**src/hdl/diag_pkg.sv**
```systemverilog
// Shared constants, types and register map of the output-fault diagnostics block
package diag_pkg;

    // Channel order: 0 left_front_channel, 1 left_rear_channel, 2 right_front_channel, 3 right_rear_channel
    localparam int NUM_CH = 4;
    localparam logic [3:0] SRC_IS_POS = 4'h9;
    localparam logic [3:0] CH_IS_FRONT = 4'h5;

    // Timing, clock 250 MHz
    localparam int CLK_KHZ = 250000;
    localparam int RECHECK_MS = 1;
    localparam int DIAG_MS = 100;
    localparam int RECHECK_CYC = RECHECK_MS * CLK_KHZ;
    localparam int DIAG_CYC = DIAG_MS * CLK_KHZ;
    localparam int TMR_W = 25;
    localparam int PULSE_MIN = 3;

    // Register byte addresses (word aligned)
    localparam logic [3:0] CTRL_ADDR = 4'h0;
    localparam logic [3:0] STATUS_ADDR = 4'h4;
    localparam logic [3:0] STATE_ADDR = 4'h8;
    localparam logic [6:0] CTRL_RST = 7'h00;

    typedef struct packed {
        logic standby_off;
        logic line_drv_diag;
        logic cur_det_en;
        logic gain_rear16;
        logic gain_front16;
        logic offset_en;
        logic diag_en;
    } ctrl_s;

    typedef struct packed {
        logic gnd_pos;
        logic gnd_neg;
        logic vs_short;
        logic across;
        logic open_ld;
        logic offset_hi;
        logic scp;
        logic cur_hi;
    } flt_in_s;

    typedef struct packed {
        logic perm;
        logic open_tw;
        logic offset;
        logic open_ld;
        logic across;
        logic vs_short;
        logic gnd;
        logic done;
    } result_s;

    typedef enum logic [2:0] {
        TS_STBY = 3'h1,
        TS_PULSE = 3'h2,
        TS_BIAS = 3'h4
    } ton_state_e;

    typedef enum logic [3:0] {
        CS_ACTIVE = 4'h1,
        CS_RECHECK = 4'h2,
        CS_DIAG = 4'h4,
        CS_RESTART = 4'h8
    } chan_state_e;

endpackage

```
**src/hdl/amp_output_fault_diagnostics.sv**
```systemverilog
// Output-fault diagnostics sequencer for a four-channel bridge amplifier
//
// Our own choices: the address map and the Avalon-MM register port.
`timescale 1ns/100ps
`default_nettype none

// Overview of operation
// - On host request, run turn-on pulse diagnostic at standby exit for all faults.
// - Turn-on result is held until a new pulse is requested after a read.
// - Standby exit with diag enable together: pulse first, stage standby, outputs hi-Z.
// - Once biased, permanent diagnostic runs; turn-on result kept until a short appears.
// - Output status captured at end of pulse top, about 100 ms acquisition.
// - Ground and supply short thresholds are the same at either gain.
// - Line-driver load thresholds only with 16 dB gain and line-driver select set.
// - Permanent diagnostic finds ground, supply and across shorts, plus output offset.
// - Restart mode shuts only the faulted channel, checks every 1 ms, restarts.
// - In diagnostic mode, recheck 1 ms after protection trips; clear means resume.
// - Overload still present at recheck starts a diagnostic cycle of about 100 ms.
// - After the cycle, channel goes to restart mode and fault data are stored.
// - Per-channel offset flagged when magnitude exceeds 2 V either polarity.
// - Offset interval starts at last read or offset enable, ends at next read; current-detect enable restarts it too.
// - Offset reported only if present for the whole interval.
// - Protection tripping during the test suppresses offset and current detection.
// - Peak current above 500 mA is normal load, below 250 mA open tweeter.
// - Open tweeter reported unless at least three pulses above 500 mA counted.
// - With several faults only the highest-priority result is reported; later reads repeat it.
// - Double-fault priority: source ground plus supply both, else source ground wins.
// - Test current source is positive on left-front/right-rear, negative otherwise.
// - Permanent diagnostic never reports open load; only turn-on finds it.
// - Every status read re-arms all cycles; returned data come from the previous cycle.
// - Diag enable bit enables diagnostics; clearing it leaves channels in restart mode.
module amp_output_fault_diagnostics #(
    parameter int RECHECK_CYCLES = diag_pkg::RECHECK_CYC,
    parameter int DIAG_CYCLES = diag_pkg::DIAG_CYC
) (
    // Clock and reset
    input wire logic clk,
    input wire logic rstn,
    // Avalon-MM slave
    input wire logic [3:0] address,
    input wire logic read,
    input wire logic write,
    input wire logic [31:0] writedata,
    output logic [31:0] readdata,
    output logic waitrequest,
    // Per-channel analog comparator levels, asynchronous
    input wire diag_pkg::flt_in_s [3:0] flt_in,
    // Power stage control
    output logic stage_standby,
    output logic outputs_hiz,
    output logic test_pulse,
    output logic [3:0] chan_en,
    output logic [3:0] line_thr_sel
);

    // Timers are TMR_W wide and compare against count minus one
    if (RECHECK_CYCLES < 2 || DIAG_CYCLES < 2 || DIAG_CYCLES >= (1 << diag_pkg::TMR_W) ||
        RECHECK_CYCLES >= (1 << diag_pkg::TMR_W)) begin : g_bad_timing
        $error("Timer parameters out of range");
    end

    localparam logic [diag_pkg::TMR_W-1:0] RECHK_LAST = diag_pkg::TMR_W'(RECHECK_CYCLES - 1);
    localparam logic [diag_pkg::TMR_W-1:0] DIAG_LAST = diag_pkg::TMR_W'(DIAG_CYCLES - 1);

    // Reset release and input synchronisers
    logic [1:0] rst_sync_r;
    logic rst_n;
    diag_pkg::flt_in_s [3:0] flt_meta_r, flt_r;

    always_ff @(posedge clk or negedge rstn) begin
        if (!rstn) begin
            rst_sync_r <= 2'h0;
        end else begin
            rst_sync_r <= {rst_sync_r[0], 1'b1};
        end
    end
    assign rst_n = rst_sync_r[1];

    always_ff @(posedge clk or negedge rst_n) begin
        if (!rst_n) begin
            flt_meta_r <= '0;
            flt_r <= '0;
        end else begin
            flt_meta_r <= flt_in;
            flt_r <= flt_meta_r;
        end
    end

    // Bus slave, one wait cycle per access
    diag_pkg::ctrl_s ctrl_r, ctrl_nxt;
    logic wait_r, wait_nxt;
    logic [31:0] rdata_r, rdata_nxt;
    logic rd_evt, offset_rise, cd_rise;
    diag_pkg::result_s [3:0] report_r, report_nxt;
    diag_pkg::result_s [3:0] live_r;
    diag_pkg::ton_state_e ton_r, ton_nxt;
    diag_pkg::chan_state_e [3:0] cst_r;
    logic [3:0] chan_en_r;

    always_comb begin
        ctrl_nxt = ctrl_r;
        wait_nxt = 1'b1;
        rdata_nxt = rdata_r;
        rd_evt = 1'b0;
        if ((read || write) && wait_r) begin
            wait_nxt = 1'b0;
            rdata_nxt = 32'h0;
            if (write && address == diag_pkg::CTRL_ADDR) begin
                ctrl_nxt = diag_pkg::ctrl_s'(writedata[6:0]);
            end
            if (read) begin
                case (address)
                    diag_pkg::CTRL_ADDR: rdata_nxt = {25'h0, ctrl_r};
                    diag_pkg::STATUS_ADDR: begin
                        rdata_nxt = report_r;
                        rd_evt = 1'b1;
                    end
                    diag_pkg::STATE_ADDR: rdata_nxt = {1'h0, ton_r, cst_r, 8'h0, chan_en_r};
                    default: rdata_nxt = 32'h0;
                endcase
            end
        end
    end

    always_ff @(posedge clk or negedge rst_n) begin
        if (!rst_n) begin
            ctrl_r <= diag_pkg::CTRL_RST;
            wait_r <= 1'b1;
            rdata_r <= 32'h0;
        end else begin
            ctrl_r <= ctrl_nxt;
            wait_r <= wait_nxt;
            rdata_r <= rdata_nxt;
        end
    end
    assign offset_rise = ctrl_nxt.offset_en && !ctrl_r.offset_en;
    assign cd_rise = ctrl_nxt.cur_det_en && !ctrl_r.cur_det_en;

    // Double-fault priority with source/sink side resolution
    function automatic diag_pkg::result_s classify(input diag_pkg::flt_in_s f, input logic src_pos,
                                                   input logic allow_open);
        logic so;
        logic sk;
        diag_pkg::result_s r;
        so = src_pos ? f.gnd_pos : f.gnd_neg;
        sk = src_pos ? f.gnd_neg : f.gnd_pos;
        r = '0;
        r.done = 1'b1;
        if (so && f.vs_short) begin
            r.gnd = 1'b1;
            r.vs_short = 1'b1;
        end else if (so) begin
            r.gnd = 1'b1;
        end else if (f.vs_short) begin
            r.vs_short = 1'b1;
        end else if (sk && f.open_ld && allow_open) begin
            r.open_ld = 1'b1;
        end else if (sk) begin
            r.gnd = 1'b1;
        end else if (f.across) begin
            r.across = 1'b1;
        end else if (f.open_ld && allow_open) begin
            r.open_ld = 1'b1;
        end
        return r;
    endfunction

    // Turn-on diagnostic sequencer
    logic ton_armed_r, ton_armed_nxt;
    logic [diag_pkg::TMR_W-1:0] ton_tmr_r, ton_tmr_nxt;
    logic ton_end;

    always_comb begin
        ton_nxt = ton_r;
        ton_tmr_nxt = '0;
        ton_armed_nxt = ton_armed_r || rd_evt;
        ton_end = 1'b0;
        case (ton_r)
            diag_pkg::TS_STBY: begin
                if (ctrl_r.standby_off) begin
                    if (ctrl_r.diag_en && ton_armed_r) begin
                        ton_nxt = diag_pkg::TS_PULSE;
                        // A read in this very cycle still asks for the next pulse
                        ton_armed_nxt = rd_evt;
                    end else begin
                        ton_nxt = diag_pkg::TS_BIAS;
                    end
                end
            end
            diag_pkg::TS_PULSE: begin
                ton_tmr_nxt = ton_tmr_r + 1'b1;
                if (ton_tmr_r == DIAG_LAST) begin
                    ton_end = 1'b1;
                    ton_tmr_nxt = '0;
                    ton_nxt = ctrl_r.standby_off ? diag_pkg::TS_BIAS : diag_pkg::TS_STBY;
                end
            end
            diag_pkg::TS_BIAS: begin
                if (!ctrl_r.standby_off) begin
                    ton_nxt = diag_pkg::TS_STBY;
                end
            end
            default: ton_nxt = diag_pkg::TS_STBY;
        endcase
    end

    always_ff @(posedge clk or negedge rst_n) begin
        if (!rst_n) begin
            ton_r <= diag_pkg::TS_STBY;
            ton_tmr_r <= '0;
            ton_armed_r <= 1'b1;
            stage_standby <= 1'b1;
            outputs_hiz <= 1'b1;
            test_pulse <= 1'b0;
        end else begin
            ton_r <= ton_nxt;
            ton_tmr_r <= ton_tmr_nxt;
            ton_armed_r <= ton_armed_nxt;
            stage_standby <= ton_nxt != diag_pkg::TS_BIAS;
            outputs_hiz <= ton_nxt != diag_pkg::TS_BIAS;
            test_pulse <= ton_nxt == diag_pkg::TS_PULSE;
        end
    end

    // Per-channel permanent diagnostic, offset and current detection
    for (genvar c = 0; c < diag_pkg::NUM_CH; c++) begin : g_ch
        diag_pkg::chan_state_e st_nxt;
        logic [diag_pkg::TMR_W-1:0] tmr_r, tmr_nxt;
        logic armed_r, armed_nxt, en_nxt;
        diag_pkg::result_s live_nxt, cls;
        logic off_ok_r, off_ok_nxt, scp_seen_r, scp_seen_nxt;
        logic cur_prev_r;
        logic [1:0] pulses_r, pulses_nxt;
        logic gain16;

        assign gain16 = diag_pkg::CH_IS_FRONT[c] ? ctrl_r.gain_front16 : ctrl_r.gain_rear16;

        always_comb begin
            st_nxt = cst_r[c];
            tmr_nxt = tmr_r + 1'b1;
            armed_nxt = armed_r || rd_evt;
            live_nxt = live_r[c];
            cls = '0;
            if (rd_evt) begin
                live_nxt.done = 1'b0;
            end
            if (ton_end) begin
                live_nxt = classify(flt_r[c], diag_pkg::SRC_IS_POS[c], 1'b1);
            end
            case (cst_r[c])
                diag_pkg::CS_ACTIVE: begin
                    tmr_nxt = '0;
                    if (flt_r[c].scp && ton_r == diag_pkg::TS_BIAS) begin
                        st_nxt = (ctrl_r.diag_en && armed_r) ? diag_pkg::CS_RECHECK
                                                            : diag_pkg::CS_RESTART;
                    end
                end
                diag_pkg::CS_RECHECK: begin
                    if (tmr_r == RECHK_LAST) begin
                        tmr_nxt = '0;
                        st_nxt = flt_r[c].scp ? diag_pkg::CS_DIAG : diag_pkg::CS_ACTIVE;
                    end
                end
                diag_pkg::CS_DIAG: begin
                    if (tmr_r == DIAG_LAST) begin
                        tmr_nxt = '0;
                        st_nxt = diag_pkg::CS_RESTART;
                        armed_nxt = rd_evt;
                        cls = classify(flt_r[c], diag_pkg::SRC_IS_POS[c], 1'b0);
                        if (cls.gnd || cls.vs_short || cls.across) begin
                            live_nxt = cls;
                            live_nxt.perm = 1'b1;
                        end else begin
                            live_nxt.done = 1'b1;
                        end
                    end
                end
                diag_pkg::CS_RESTART: begin
                    if (tmr_r == RECHK_LAST) begin
                        tmr_nxt = '0;
                        if (!flt_r[c].scp) begin
                            st_nxt = diag_pkg::CS_ACTIVE;
                        end
                    end
                end
                default: st_nxt = diag_pkg::CS_ACTIVE;
            endcase
            if (ton_r != diag_pkg::TS_BIAS) begin
                st_nxt = diag_pkg::CS_ACTIVE;
                tmr_nxt = '0;
            end
            en_nxt = ton_nxt == diag_pkg::TS_BIAS && st_nxt == diag_pkg::CS_ACTIVE;

            // Offset must hold over the whole interval; a protection trip voids both tests
            off_ok_nxt = off_ok_r && flt_r[c].offset_hi;
            scp_seen_nxt = scp_seen_r;
            pulses_nxt = pulses_r;
            if (rd_evt || offset_rise || cd_rise) begin
                off_ok_nxt = 1'b1;
                scp_seen_nxt = 1'b0;
                pulses_nxt = 2'h0;
            end
            if (flt_r[c].scp) begin
                scp_seen_nxt = 1'b1;
            end
            // Counts on top of a restart, so a pulse at the read opens the new interval
            if (flt_r[c].cur_hi && !cur_prev_r && pulses_nxt != 2'(diag_pkg::PULSE_MIN)) begin
                pulses_nxt = pulses_nxt + 1'b1;
            end

            report_nxt[c] = report_r[c];
            if (rd_evt) begin
                report_nxt[c] = live_r[c];
                report_nxt[c].offset = ctrl_r.offset_en && off_ok_r && !scp_seen_r;
                report_nxt[c].open_tw = ctrl_r.cur_det_en && !scp_seen_r &&
                                        pulses_r != 2'(diag_pkg::PULSE_MIN);
            end
        end

        always_ff @(posedge clk or negedge rst_n) begin
            if (!rst_n) begin
                cst_r[c] <= diag_pkg::CS_ACTIVE;
                tmr_r <= '0;
                armed_r <= 1'b1;
                live_r[c] <= '0;
                report_r[c] <= '0;
                off_ok_r <= 1'b0;
                scp_seen_r <= 1'b0;
                cur_prev_r <= 1'b0;
                pulses_r <= 2'h0;
                chan_en_r[c] <= 1'b0;
                line_thr_sel[c] <= 1'b0;
            end else begin
                cst_r[c] <= st_nxt;
                tmr_r <= tmr_nxt;
                armed_r <= armed_nxt;
                live_r[c] <= live_nxt;
                report_r[c] <= report_nxt[c];
                off_ok_r <= off_ok_nxt;
                scp_seen_r <= scp_seen_nxt;
                cur_prev_r <= flt_r[c].cur_hi;
                pulses_r <= pulses_nxt;
                chan_en_r[c] <= en_nxt;
                line_thr_sel[c] <= gain16 && ctrl_r.line_drv_diag;
            end
        end
    end

    assign readdata = rdata_r;
    assign waitrequest = wait_r;
    assign chan_en = chan_en_r;
endmodule

`default_nettype wire

```
**config.mk**
```make
export PLATFORM = sky130hd
export DESIGN_NAME = amp_output_fault_diagnostics
export DESIGN_NICKNAME = d
export VERILOG_FILES = /design/src/hdl/diag_pkg.sv /design/src/hdl/amp_output_fault_diagnostics.sv
export SDC_FILE = /design/constraint.sdc
export NUM_CORES = 1
export LEC_CHECK = 0
export ABC_CLOCK_PERIOD_IN_PS = 13100
export BUFFER_PORTS_ARGS = -buffer_cell sky130_fd_sc_hd__buf_2
export CAP_MARGIN = 20
export CORE_MARGIN = 5
export CORE_UTILIZATION = 25
export CTS_BUF_LIST = sky130_fd_sc_hd__clkbuf_16
export DETAILED_ROUTE_END_ITERATION = 7
export PLACE_DENSITY_LB_ADDON = 0.2
export SYNTH_ARGS = -nofsm -noshare
export SYNTH_HDL_FRONTEND = slang
export SYNTH_SLANG_ARGS = --single-unit
```
**constraint.sdc**
```tcl
create_clock -name clk -period 13.1 [get_ports clk]
set_clock_uncertainty 0.05 [all_clocks]
set_input_delay 0.655 -clock clk [delete_from_list [all_inputs] [get_ports clk]]
set_output_delay 0.655 -clock clk [all_outputs]
set_load 0.02 [all_outputs]
```
==> flow_metrics.py <==
metrics = {
    "run_status": {
        "outcome": "finished, final reports clean",
    },
    "power": {
        "switchingPower_uw": 571,
        "power.share.clock": 0.482,
        "power_density_nw_per_um2": 135,
        "comb_power_share": 0.047,
        "power_frac_seq": 0.471,
        "leakagePower_nw": 7.31,
        "switching_share": 0.240,
        "power.internal_mw": 1.81,
        "vdd_drop_max_mv": 0.0744,
    },
    "clock_network": {
        "path_clk_slew_ns": 0.05,
        "cts-htree-levels": 2,
        "ctsRootBufferMaster": "clkbuf_16",
        "clockBufferDepth": 3,
        "clock_latency_ns": 0.56,
        "cts_sinks": 339,
        "post_cts_buffers": 0,
        "cts_tree": "done",
        "numCtsBuffers": 42,
    },
    "global_route": {
        "grt_pass1_wl_um": 63200,
        "grt_pass1_vias": 10900,
        "antenna_found_initial": 0,
        "overflow": 0,
        "grt_max_degree": 169,
        "grt_usage": 0.121,
    },
    "synthesis": {
        "yosysSeqAreaShare": 0.569,
        "yosys.area.top_type_share": 0.548,
        "synth_edf_count": 0,
        "ys_seq_elements": 339,
        "synth_cells": 1436,
        "ys_top_cells_by_area": "dfrtp_1, nand2_1, xnor2_1",
        "ys.flop_type": "dfrtp_1",
        "yosysTopAreaCell": "dfrtp_1",
        "synth_area_um2": 14900,
        "syn_nets": 1517,
        "yosysUniqueCellTypes": 73,
        "postSynth.asyncResetShare": 1.00,
        "postSynthAreaPerCell_um2": 10.4,
        "yosysWarnings": 0,
    },
    "sta": {
        "tightestPinTransition_ns": 1.16,
        "setup_viol": 0,
        "clock.fmax_mhz": 345,
        "fin_tns_setup_ns": 0,
        "final.setup.worst_slack_ns": 10.20,
        "post-route-period-util": 0.221,
        "rsz0062_at_grt": "false",
        "timing.final.hold_violations": 0,
        "min_period_ns": 2.90,
        "fin_hold_ws_ns": 0.146,
        "maxSlewHeadroom": 0.225,
        "timing.final.max_slew_violations": 0,
    },
    "floorplan": {
        "die_area_um2": 64700,
        "num_rows": 89,
        "start_util": 0.252,
        "ios": 116,
        "die_w_um": 254,
        "core_um2": 59100,
        "die_y_um": 254,
    },
    "final_layout": {
        "antenna_cells": 0,
        "final_area_um2": 17600,
        "final_common_cell": "dfrtp_1",
        "layout_common_cells": "dfrtp_1, nand2_1, nor2_1, nor3_1, buf_2",
        "stdcell_count": 2328,
        "syn_to_final_growth_pct": 18.0,
        "drive_gt1_frac": 0.138,
        "final_nets": 1605,
    },
    "route": {
        "wl_um": 39300,
        "dr.first_iter.drc_count": 649,
        "ant_nets": 0,
        "route.detailed.drc": 0,
        "vias": 10800,
        "avgRoutedWirePerCell_um": 16.9,
        "detail_route.vias_per_cell": 4.66,
        "first_pass_iters": 5,
    },
    "worst_setup_path": {
        "cp.arrival_ns": 3.23,
        "reg2reg_slack_ns": 10.20,
        "criticalPathCategory": "reg -> reg",
        "cp-end-kind": "flip-flop",
        "critPathMaxFanout": 25,
        "reg2reg_depth": 6,
        "cp_data_required_time_ns": 13.43,
        "cp-start-kind": "flip-flop",
    },
    "placed_design": {
        "place_area_um2": 16200,
        "hpwl_um": 26400,
        "place_ws_ns": 9.70,
        "io_buffers": 90,
        "post-place-cells": 2250,
        "gp_congestion": 0.794,
    },
    "run": {
        "max_cap_violations": 0,
    },
    "hold_path": {
        "min_delay_path_depth": 1,
        "min_path_type": "in -> reg",
    },
}
-- repair_timing --
| action | 4_1_cts | 5_1_grt |
|---|---|---|
| hold buffers | 1 | 0 |
| resized for setup | 0 | 0 |
| hold endpoints to repair | 2 | 0 |
-- sequential cells by signal, summed over array words and instances (netlist names), 8 cells and up --
| register | count |
|---|---|
| g_ch.pulses_r | 8 |
| flt_r | 32 |
| flt_meta_r | 32 |
| cst_r | 16 |
| g_ch.tmr_r | 100 |
| live_r | 24 |
| ton_tmr_r | 25 |
| report_r | 32 |
| readdata | 32 |
-- final timing paths --
| kind | start | to |
|---|---|---|
| min in group asynchronous | rst_sync_r[1] | flt_meta_r[15] |
| worst min register to register | rst_sync_r[1] | flt_meta_r[15] |
| worst max-delay path | g_ch[1].tmr_r[0] | g_ch[1].tmr_r[1] |
| max in group asynchronous | rst_sync_r[1] | ton_r[0] |
| worst max register to register | g_ch[1].tmr_r[0] | g_ch[1].tmr_r[1] |
| worst min-delay path | flt_in[25] | flt_meta_r[25] |
-- cell type report --
class	instances	area (um2)
inverter	43	161
multi-input combinational	994	6000
timing repair buffer	104	618
clock buffer	43	1080
clock inverter	32	292
tap	773	967
fill	6102	41500
sequential	339	8500
-- worst max-delay path, stage by stage (launching register included) --
cell and delay [ns]:
dfrtp_1 0.41, ha_1 0.32, nor4b_1 0.44, and4_1 0.36, nand3_1 0.11, a22oi_2 0.91
nor3b_1 0.12
-- cell usage after synthesis (all sizes together) (9+ instances only) --
master	instances
inv	43
clkbuf	42
xnor2	89
nand4	40
nor2	101
and3	13
nor3	101
dfstp	12
nand3	60
a21oi	23
a21o	16
nand2	209
o21ai	53
xor2	33
or4b	10
a22oi	24
nor4b	21
dfrtp	327
and4	19
nor2b	9
ha	9
and2	24
buf	18
nor4	44
mux2	11
-- metrics by stage --
| step | utilization | power [mW] |
|---|---|---|
| final | 0.298 | 2.39 |
| after global routing | 0.298 | 2.50 |
| after CTS | 0.297 | 2.43 |
| after detailed placement | 0.274 | 1.26 |
| after global placement | 0.273 | 1.25 |
| after floorplan | - | 1.21 |
-- metal layers --
| layer | wire length [um] | track usage |
|---|---|---|
| met3 | 1620 | 0.0226 |
| met5 | 0 | 0 |
| met4 | 890 | 0.0365 |
| met2 | 17500 | 0.184 |
| met1 | 19300 | 0.177 |
-- cell families after synthesis --
group | synth area share
fa+ha+maj | 0.00754
buf+inv | 0.0302
simple gates | 0.238
mux | 0.00964
flops | 0.569
xor+xnor | 0.0716
other cells | 0.000251
compound gates | 0.0739
-- power by group through the flow --
stage / Clock [mW] / Combinational, mW / Sequential [mW]
floorplan: 0 / 0.0657 / 1.14
global placement: 0 / 0.112 / 1.14
detailed placement: 0 / 0.115 / 1.14
CTS: 1.20 / 0.115 / 1.12
global route: 1.24 / 0.130 / 1.13
finish: 1.15 / 0.111 / 1.12
Note: power is estimated with default switching activity, not from simulation.
